==> src/rtl/pfcr_cfg.svh <==
// Offsets, field positions, reset values and timing counts of the command block.
`ifndef PFCR_CFG_SVH
`define PFCR_CFG_SVH

// Byte offsets on the register bus.
`define PFCR_OFF_CMD 4'h0
`define PFCR_OFF_STAT 4'h4
`define PFCR_OFF_MASK 4'h8

// Function_command_control field positions.
`define PFCR_CMD_MEM 1
`define PFCR_CMD_BM 2
`define PFCR_CMD_SPC 3
`define PFCR_CMD_MWI 4
`define PFCR_CMD_VGA 5
`define PFCR_CMD_PERR 6
`define PFCR_CMD_WAIT 7
`define PFCR_CMD_SERR 8
`define PFCR_CMD_FB2B 9

// Writable bits of the function_command_control and its reset value.
`define PFCR_CMD_WMASK 16'h0146
`define PFCR_CMD_RST 16'h0000

// Status register event positions.
`define PFCR_ST_PAR 0
`define PFCR_ST_FAT 1
`define PFCR_ST_NF 2
`define PFCR_ST_MDROP 3
`define PFCR_ST_BMBLK 4
`define PFCR_ST_WMASK 8'h1F
`define PFCR_ST_RST 8'h00
`define PFCR_MASK_RST 8'h00

// Cycles from a taken request to waitrequest low.
`define PFCR_ACK_CYC 1

`endif

==> src/rtl/pfcr_pkg.sv <==
// Types shared by the command block modules.
package pfcr_pkg;

	// Bus slave states, Gray coded along idle to answer.
	typedef enum logic [0:0] {
		PFCR_IDLE = 1'b0,
		PFCR_ANS  = 1'b1
	} pfcr_bus_e;

	typedef logic [15:0] pfcr_cmd_t;
	typedef logic [7:0]  pfcr_stat_t;

endpackage : pfcr_pkg

==> src/rtl/pfcr_gate_if.sv <==
// Carrier between the register front end and the request gate.
`timescale 1ns/1ps
interface pfcr_gate_if;
	logic mem_en;
	logic bm_en;
	logic perr_en;
	logic serr_en;
	logic mem_req;
	logic mst_req;
	logic par_err;
	logic fat_err;
	logic nf_err;
	logic mem_grant;
	logic mem_drop;
	logic mst_go;
	logic mst_blk;
	logic par_seen;
	logic par_act;
	logic fat_msg;
	logic nf_msg;

	// Register side drives enables and events, reads the gated pulses.
	modport ctl (
		output mem_en, bm_en, perr_en, serr_en,
		output mem_req, mst_req, par_err, fat_err, nf_err,
		input  mem_grant, mem_drop, mst_go, mst_blk,
		input  par_seen, par_act, fat_msg, nf_msg
	);

	// Gate side.
	modport gate (
		input  mem_en, bm_en, perr_en, serr_en,
		input  mem_req, mst_req, par_err, fat_err, nf_err,
		output mem_grant, mem_drop, mst_go, mst_blk,
		output par_seen, par_act, fat_msg, nf_msg
	);
endinterface : pfcr_gate_if

==> src/rtl/pfcr_gate.sv <==
// Request and error gate steered by the command enables.
`timescale 1ns/1ps
module pfcr_gate
	import pfcr_pkg::*;
(
	input  wire logic i_mclk,
	input  wire logic i_rst,
	pfcr_gate_if.gate g
);

	logic mem_grant, next_mem_grant;
	logic mem_drop,  next_mem_drop;
	logic mst_go,    next_mst_go;
	logic mst_blk,   next_mst_blk;
	logic par_seen,  next_par_seen;
	logic par_act,   next_par_act;
	logic fat_msg,   next_fat_msg;
	logic nf_msg,    next_nf_msg;

	// Every outcome is a registered pulse so the top outputs stay flop driven.
	always_comb begin
		next_mem_grant = g.mem_req & g.mem_en;
		next_mem_drop  = g.mem_req & ~g.mem_en;
		next_mst_go    = g.mst_req & g.bm_en;
		next_mst_blk   = g.mst_req & ~g.bm_en;
		next_par_seen  = g.par_err;
		next_par_act   = g.par_err & g.perr_en;
		next_fat_msg   = g.fat_err & g.serr_en;
		next_nf_msg    = g.nf_err & g.serr_en;
	end

	// Pulses clear on reset so nothing leaks out before software sets enables.
	always_ff @(posedge i_mclk) begin
		if (i_rst) begin
			mem_grant <= 1'b0;
			mem_drop  <= 1'b0;
			mst_go    <= 1'b0;
			mst_blk   <= 1'b0;
			par_seen  <= 1'b0;
			par_act   <= 1'b0;
			fat_msg   <= 1'b0;
			nf_msg    <= 1'b0;
		end else begin
			mem_grant <= next_mem_grant;
			mem_drop  <= next_mem_drop;
			mst_go    <= next_mst_go;
			mst_blk   <= next_mst_blk;
			par_seen  <= next_par_seen;
			par_act   <= next_par_act;
			fat_msg   <= next_fat_msg;
			nf_msg    <= next_nf_msg;
		end
	end

	// Drive the carrier.
	assign g.mem_grant = mem_grant;
	assign g.mem_drop  = mem_drop;
	assign g.mst_go    = mst_go;
	assign g.mst_blk   = mst_blk;
	assign g.par_seen  = par_seen;
	assign g.par_act   = par_act;
	assign g.fat_msg   = fat_msg;
	assign g.nf_msg    = nf_msg;

endmodule : pfcr_gate

==> src/rtl/pfcr_top.sv <==
// Function function_command_control bank with Avalon-MM slave and event interrupt.
//
// Contract
// - Memory requests answered only while memory enable set.
// - Upstream requests only while master enable set.
// - Legacy command bits hardwired zero, read only.
// - Parity response enable writable, resets zero, acts.
// - Detected parity error always sets status flag.
// - Error reporting enable writable, gates error reports.
// - Memory enable writable, cleared out of reset.
`timescale 1ns/1ps
`include "pfcr_cfg.svh"
module pfcr_top
	import pfcr_pkg::*;
(
	input  wire logic        i_mclk,
	input  wire logic        i_rst,
	input  wire logic [3:0]  i_address,
	input  wire logic        i_read,
	input  wire logic        i_write,
	input  wire logic [31:0] i_writedata,
	input  wire logic [3:0]  i_byteenable,
	output logic      [31:0] o_readdata,
	output logic             o_waitrequest,
	output logic             o_irq,
	input  wire logic        i_mem_req,
	output logic             o_mem_grant,
	output logic             o_mem_drop,
	input  wire logic        i_mst_req,
	output logic             o_mst_go,
	input  wire logic        i_parity_err,
	output logic             o_parity_act,
	input  wire logic        i_fatal_err,
	input  wire logic        i_nonfatal_err,
	output logic             o_fatal_msg,
	output logic             o_nonfatal_msg,
	output logic             o_mem_en,
	output logic             o_bm_en
);

	// Keep only the writable command bits; everything else is forced low.
	function automatic pfcr_cmd_t cmd_clean(input pfcr_cmd_t v);
		cmd_clean = v & `PFCR_CMD_WMASK;
	endfunction : cmd_clean

	// Merge one 16-bit field from the bus under its two byte enables.
	function automatic logic [15:0] lane16(
		input logic [15:0] old_v,
		input logic [15:0] new_v,
		input logic [1:0]  be
	);
		lane16 = {be[1] ? new_v[15:8] : old_v[15:8],
		          be[0] ? new_v[7:0]  : old_v[7:0]};
	endfunction : lane16

	// Bus slave state.
	pfcr_bus_e   state, next_state;
	logic        wait_q, next_wait_q;
	logic [31:0] rdata, next_rdata;

	// Register file state.
	pfcr_cmd_t   cmd, next_cmd;
	pfcr_stat_t  stat, next_stat;
	pfcr_stat_t  mask, next_mask;
	logic        irq, next_irq;

	// Decoded bus terms.
	logic        req;
	logic        done;
	logic        hit_cmd;
	logic        hit_stat;
	logic        hit_mask;
	pfcr_stat_t  stat_set;
	pfcr_stat_t  stat_clr;
	pfcr_cmd_t   cmd_wr;

	// Gate carrier.
	pfcr_gate_if gif ();

	// A request is completed only at the edge where waitrequest is low.
	assign req      = i_read | i_write;
	assign done     = req & ~wait_q;
	assign hit_cmd  = i_address == `PFCR_OFF_CMD;
	assign hit_stat = i_address == `PFCR_OFF_STAT;
	assign hit_mask = i_address == `PFCR_OFF_MASK;

	// Bus handshake: one cycle of waitrequest high, then one cycle low.
	always_comb begin
		next_state  = state;
		next_wait_q = wait_q;
		next_rdata  = rdata;
		case (state)
			PFCR_IDLE: begin
				next_wait_q = 1'b1;
				if (req) begin
					next_state  = PFCR_ANS;
					next_wait_q = 1'b0;
					next_rdata  = 32'h0000_0000;
					if (i_read) begin
						if (hit_cmd) begin
							next_rdata = {16'h0000, cmd_clean(cmd)};
						end else if (hit_stat) begin
							next_rdata = {24'h00_0000, stat};
						end else if (hit_mask) begin
							next_rdata = {24'h00_0000, mask};
						end
					end
				end
			end
			PFCR_ANS: begin
				// The master releases after this edge; go back to waiting.
				next_state  = PFCR_IDLE;
				next_wait_q = 1'b1;
			end
			default: begin
				next_state  = PFCR_IDLE;
				next_wait_q = 1'b1;
				next_rdata  = 32'h0000_0000;
			end
		endcase
	end

	// Bus slave registers; waitrequest stays high through reset.
	always_ff @(posedge i_mclk) begin
		if (i_rst) begin
			state  <= PFCR_IDLE;
			wait_q <= 1'b1;
			rdata  <= 32'h0000_0000;
		end else begin
			state  <= next_state;
			wait_q <= next_wait_q;
			rdata  <= next_rdata;
		end
	end

	// Candidate command value; hardwired bits never take the written data.
	assign cmd_wr = cmd_clean(lane16(cmd, i_writedata[15:0], i_byteenable[1:0]));

	// Events raised by the gate one cycle after their cause.
	always_comb begin
		stat_set                 = 8'h00;
		stat_set[`PFCR_ST_PAR]   = gif.par_seen;
		stat_set[`PFCR_ST_FAT]   = gif.fat_msg;
		stat_set[`PFCR_ST_NF]    = gif.nf_msg;
		stat_set[`PFCR_ST_MDROP] = gif.mem_drop;
		stat_set[`PFCR_ST_BMBLK] = gif.mst_blk;
	end

	// A completed read clears only the bits that it returned. An event that lands after
	// the read word was captured stays pending for the next read instead of being lost.
	assign stat_clr = (done & i_read & hit_stat) ? rdata[7:0] : 8'h00;

	// Register file next values.
	always_comb begin
		next_cmd  = cmd;
		next_mask = mask;
		if (done & i_write & hit_cmd) begin
			next_cmd = cmd_wr;
		end
		if (done & i_write & hit_mask & i_byteenable[0]) begin
			next_mask = i_writedata[7:0] & `PFCR_ST_WMASK;
		end
		// An event in the clearing cycle survives because the set is applied last.
		next_stat = ((stat & ~stat_clr) | stat_set) & `PFCR_ST_WMASK;
		next_irq  = |(next_stat & next_mask);
	end

	// Enables come out of reset cleared so the function stays silent.
	always_ff @(posedge i_mclk) begin
		if (i_rst) begin
			cmd  <= `PFCR_CMD_RST;
			stat <= `PFCR_ST_RST;
			mask <= `PFCR_MASK_RST;
			irq  <= 1'b0;
		end else begin
			cmd  <= next_cmd;
			stat <= next_stat;
			mask <= next_mask;
			irq  <= next_irq;
		end
	end

	// Enables and function events handed to the gate.
	assign gif.mem_en  = cmd[`PFCR_CMD_MEM];
	assign gif.bm_en   = cmd[`PFCR_CMD_BM];
	assign gif.perr_en = cmd[`PFCR_CMD_PERR];
	assign gif.serr_en = cmd[`PFCR_CMD_SERR];
	assign gif.mem_req = i_mem_req;
	assign gif.mst_req = i_mst_req;
	assign gif.par_err = i_parity_err;
	assign gif.fat_err = i_fatal_err;
	assign gif.nf_err  = i_nonfatal_err;

	// The gate registers every outcome, so the top outputs stay flop driven.
	pfcr_gate u_gate (
		.i_mclk (i_mclk),
		.i_rst  (i_rst),
		.g      (gif.gate)
	);

	// Bus and interrupt outputs.
	assign o_readdata    = rdata;
	assign o_waitrequest = wait_q;
	assign o_irq         = irq;

	// Function-side outputs.
	assign o_mem_grant    = gif.mem_grant;
	assign o_mem_drop     = gif.mem_drop;
	assign o_mst_go       = gif.mst_go;
	assign o_parity_act   = gif.par_act;
	assign o_fatal_msg    = gif.fat_msg;
	assign o_nonfatal_msg = gif.nf_msg;

	// Enable levels for the request logic, straight from the command flops.
	assign o_mem_en = cmd[`PFCR_CMD_MEM];
	assign o_bm_en  = cmd[`PFCR_CMD_BM];

endmodule : pfcr_top

==> config.mk <==
export PLATFORM = sky130hd
export DESIGN_NAME = pfcr_top
export DESIGN_NICKNAME = d
export VERILOG_FILES = /design/src/rtl/pfcr_pkg.sv /design/src/rtl/pfcr_gate_if.sv /design/src/rtl/pfcr_gate.sv /design/src/rtl/pfcr_top.sv
export VERILOG_INCLUDE_DIRS = /design/src /design/src/rtl
export SDC_FILE = /design/constraint.sdc
export NUM_CORES = 1
export LEC_CHECK = 0
export BUFFER_PORTS_ARGS = -buffer_cell sky130_fd_sc_hd__buf_2
export CAP_MARGIN = 5
export CORE_AREA = 5 5 62 64
export CTS_BUF_LIST = sky130_fd_sc_hd__clkbuf_4
export CTS_CLUSTER_DIAMETER = 100
export DETAILED_ROUTE_END_ITERATION = 12
export DIE_AREA = 0 0 67 69
export HOLD_SLACK_MARGIN = 0.12
export PLACE_DENSITY = 0.83
export SETUP_SLACK_MARGIN = 0.1
export SYNTH_ARGS = -nofsm -noshare
export SYNTH_HDL_FRONTEND = slang
export SYNTH_SLANG_ARGS = --single-unit
==> constraint.sdc <==
create_clock -name i_mclk -period 2.8 [get_ports i_mclk]
set_input_delay 0.56 -clock i_mclk [delete_from_list [all_inputs] [get_ports i_mclk]]
set_output_delay 0.56 -clock i_mclk [all_outputs]
set_load 0.01 [all_outputs]
; ---- Word-level counts from Yosys, hierarchy flattened
; Cells that the tools add are included.
[word_totals]
regBits = 37
input_bits = 49
[op_classes]
eq_ne = 2
mux = 10
bitwise = 23
reduce_logical = 5
[op_table]
columns = cell, count
row1 = 8-bit 2-to-1 mux, 3
row2 = 9-bit 2-to-1 mux, 2
row3 = 1-bit AND, 14
row4 = 5-bit by 8-bit AND with 8-bit output, 1
row5 = 8-bit OR reduction, 1
row6 = 2-bit AND reduction, 3
row7 = 5-bit AND, 1
row8 = 5-bit 2-to-1 mux, 1
row9 = 5-bit NOT, 1
row10 = 5-bit OR, 1
row11 = 4-bit by 3-bit == test with 1-bit output (second input constant), 1
row12 = 4-bit == test (second input constant), 1
row13 = 4-bit logical NOT, 1
row14 = 1-bit NOT, 4
row15 = 1-bit case mux with 2 select lines, 2
row16 = 1-bit 2-to-1 mux, 2
row17 = 1-bit OR, 1

; ---- Depth between registers and ports, before layout
[depth]
ltp_word = 10
depth_mapped = 5

; ---- Hierarchy
; A second synthesis with hierarchy kept.
[unflattened]
hier_cells = 144
area_unflattened_um2 = 1411.4
[by_module_without_submodules]
columns = module, instances, cells_per_inst, area_per_inst_um2
row1 = pfcr_top, 1, 128, 1186.1
row2 = pfcr_gate, 1, 16, 225.2

; ---- Worst setup path before layout
; No wires, ideal clock.
[synth_path]
path_kind = input to register
start = input i_address[1]
end = register cmd[1]
setup_time_ns = 0.128
arrival_time_ns = 1.580
t_required_ns = 2.672
path_slack_ns = 1.093
stages = 5
n_path_buf = 1
path_cell_list = nor4_1 > and3_1 > buf_2 > mux2i_1 > nor2_1
[synth_between]
elab_chain_len = 3
[synth_lines]
columns = element, line
row1 = "start, declared", pfcr_top.sv:18  ; input wire logic [3:0] i_address,
row2 = 4-bit logical NOT (no source line), -
row3 = 1-bit AND, pfcr_top.sv:157  ; if (done & i_write & hit_cmd) begin
row4 = 2-bit AND reduction (no source line), -
row5 = "end signal, assigned", pfcr_top.sv:171  ; cmd <= `PFCR_CMD_RST;
row6 = "end signal, assigned", pfcr_top.sv:176  ; cmd <= next_cmd;
row7 = "end, declared", pfcr_top.sv:62  ; pfcr_cmd_t cmd, next_cmd;
; Every way passes these cells.
; A chain may end at the register's enable or synchronous reset.

; ---- Worst setup path after layout
[layout_path]
start = register wait_q (netlist: o_waitrequest)
end = register irq (netlist: o_irq)
[layout_between]
elab_chain_len = 10
elab_cells_between_ends = 14
[layout_lines]
columns = element, line
row1 = "start, declared", pfcr_top.sv:58  ; logic wait_q, next_wait_q;
row2 = "start signal, assigned", pfcr_top.sv:131  ; wait_q <= next_wait_q;
row3 = 1-bit NOT (*), pfcr_top.sv:82  ; assign done = req & ~wait_q;
row4 = 1-bit AND (*), pfcr_top.sv:82
row5 = 1-bit AND (2 in series), pfcr_top.sv:151  ; assign stat_clr = (done & i_read & hit_stat) ? rdata[7:0] : 8'h00;
row6 = 5-bit 2-to-1 mux, pfcr_top.sv:151
row7 = 5-bit NOT, pfcr_top.sv:164  ; next_stat = ((stat & ~stat_clr) | stat_set) & `PFCR_ST_WMASK;
row8 = 5-bit AND, pfcr_top.sv:164
row9 = 5-bit OR, pfcr_top.sv:164
row10 = 5-bit by 8-bit AND with 8-bit output (*), pfcr_top.sv:165  ; next_irq = |(next_stat & next_mask);
row11 = 8-bit OR reduction (*), pfcr_top.sv:165
row12 = "end signal, assigned", pfcr_top.sv:179  ; irq <= next_irq;
row13 = "end, declared", pfcr_top.sv:65  ; logic irq, next_irq;
; Mark *: on every way between the ends. The rest lies on a longest branch, timed or not.

==> flow_summary.toml <==
[status]
outcome = "complete, no violations"

[layout]
syn_to_final_growth_pct = 14.1
drive_gt1_share_pct = 26.6
postLayoutCoreUtil_pct = 49.5
fin_nets = 240
n_antenna_cell = 0

[clock_tree]
cts_sinks = 32
cts_setup_buffers = 0
cts_resized = 0
clk_pin_slew_ns = 0.10
clkLatencyLatePin_ns = 0.33
ctsHoldBuffers = 0
cts_tree = "done"
clk_path_buf_depth = 2
h-tree-depth = 2
cts_buffers = 5
root_buffer = "clkbuf_4"

[yosys]
async_reset_ff_share_pct = 0
synth_commonest_cells = "dfxtp_1 (32), buf_4 (25), nor2_1 (25), mux2i_1 (11), nand3_1 (8)"
syn_inst = 150
yosysUniqueCellTypes = 28
ys.flop_type = "dfxtp_1"
ys_ff_latch = 32
synth-seq-area-share_pct = 45.7
yosysWarnings = 0
synth_area_leaders = "dfxtp_1 (46%), buf_4 (13%), mux2i_1 (7.9%)"
yosysMostFrequentCell = "dfxtp_1"
synth_area_um2 = 1400
synth_edf_count = 0
synth_top_cell_by_area = "dfxtp_1"
syn_area_per_cell_um2 = 9.34
synth_top_area_share_pct = 45.7

[die]
initial_utilization_pct = 43.4
chipWidth_um = 67
dieArea_um2 = 4620
die_y_um = 69
num_io_pins = 91
core_um2 = 3230
row_count = 21

[place]
gp_congestion = 0.808
hpwlAfterDp_um = 2320
io_buffers = 38

[worst_hold_path]
hp-start = "i_nonfatal_err"
hp-class = "in -> reg"
hold_path_end = "u_gate.g.nf_msg"
hold_depth = 2

[timing]
drv_slew = 0
worstMarginPinSlew_ns = 0.620
rsz0062_at_grt = "no"
hold_ws_ns = 0.462
max_slew_margin_pct = 58.6
fin_crit_sh_pct = 56.9
finalSetupTns_ns = 0
period_minus_slack_ns = 1.59
fin_skew_ns = 0.00754
setup_viol = 0
hold_viol = 0
clock.fmax_mhz = 628

[power_and_ir_drop]
p_leak_uw = 0.000779
peakVddDrop_v = 0.000348
power_density_nw_per_um2 = 493

[critical_path]
required_ns = 3.03
r2r_cells = 5
worstReg2RegEnd = "o_irq"
worstPathMaxFanout = 5
end_kind = "flip-flop"
worstSetupPathType = "reg -> reg"
r2r-start = "o_waitrequest"
critPathLaunchType = "flip-flop"
worstPathArrival_ns = 1.83
regToRegSetupSlack_ns = 1.21

[route]
ant_nets = 0
drt_first_pass_iters = 4
post_drt_wl_per_cell_um = 12.0
vias_per_cell = 4.55
wl_um = 2860
drc = 0
vias = 1082
drt-initial-drc-count = 20

[job]
cap_violations = 0

[global_routing]
grt_use_total_pct = 13.1
antenna_found_initial = 0
grt_max_degree = 26
grt_pass1_vias = 1046
grt-ovfl-total = 0
grt_first_pass_wirelength_um = 4670
==> registers in the layout, summed over array words and instances, names as in the netlist <==
register / flops
o_readdata: 7
mask: 5
stat: 5
cmd: 4
o_irq: 1
o_waitrequest: 1
state: 1
u_gate.g.fat_msg: 1
u_gate.g.mem_drop: 1
u_gate.g.mem_grant: 1
u_gate.g.mst_blk: 1
u_gate.g.mst_go: 1
u_gate.g.nf_msg: 1
u_gate.g.par_act: 1
u_gate.g.par_seen: 1
==> cells in the final DEF (no fill, tap or decap), types with 2 or more instances in the layout <==
cell type   instances
buf_2              38
dfxtp_1            32
nor2_1             25
conb_1             25
mux2i_1            11
nand3_1             8
a21oi_1             7
and3_1              5
a22oi_1             5
clkbuf_4            5
a2bb2oi_1           3
nor3b_2             2
o22ai_1             2
inv_1               2
nor2b_1             2
nor3b_1             2
nand2b_1            2
nand2_1             2
o21ai_0             2
clkinvlp_4          2
==> stage by stage <==
stage	worst slack [ns]	total power [uW]	instances	instance area, um^2
2_1_floorplan	1.09	547	174	1490
3_3_place_gp	0.859	549	230	1540
3_5_place_dp	0.878	550	230	1540
4_1_cts	1.21	798	238	1600
5_1_grt	1.10	832	238	1600
6_report	1.21	789	238	1600
==> where the power goes <==
group,internal [uW],switching (uW)
clock network,94.4,154
registers,463,4.57
logic,24.7,48.6
==> worst max-delay path, cell delays in order, from the launching register on <==
cell	delay, ns
dfxtp_1	0.35
and2b_1	0.29
nand4_4	0.19
mux2i_1	0.26
o22ai_1	0.10
o31a_1	0.30
==> logic make-up after synthesis <==
family | Yosys count | share of synthesized area (%)
and+or+nand+nor | 54 | 21.3
DFF | 32 | 45.7
muxes | 11 | 7.86
other | 1 | 0.268
buffers and inverters | 31 | 15.1
AOI/OAI and AO/OA | 21 | 9.82
==> routing by layer <==
metal	track usage, %	wire (um)
met1	14.7	1190
met2	21.2	1380
met3	5.68	243
met4	5.41	41
met5	0	0
==> how the worst max path moves through the flow <==
stage                              from  endpoint  slack, ns  depth (start not counted)
after global routing       i_address[3]     o_irq       1.10                          6
after CTS                 o_waitrequest     o_irq       1.21                          5
after global placement     i_address[2]     o_irq       0.86                          6
final                     o_waitrequest     o_irq       1.21                          5
after detailed placement   i_address[2]     o_irq       0.88                          6
after floorplan            i_address[1]    cmd[1]       1.09                          5
==> area by class of cell <==
| class | instances | area (um^2) |
|---|---|---|
| Fill cell | 331 | 1630 |
| Clock buffer | 5 | 37.5 |
| Multi-Input combinational cell | 111 | 639 |
| Clock inverter | 3 | 18.8 |
| Timing Repair Buffer | 39 | 198 |
| Sequential cell | 32 | 641 |
| Tap cell | 46 | 57.6 |
| Inverter | 2 | 7.51 |
Note: power is estimated with default switching activity, not from simulation.
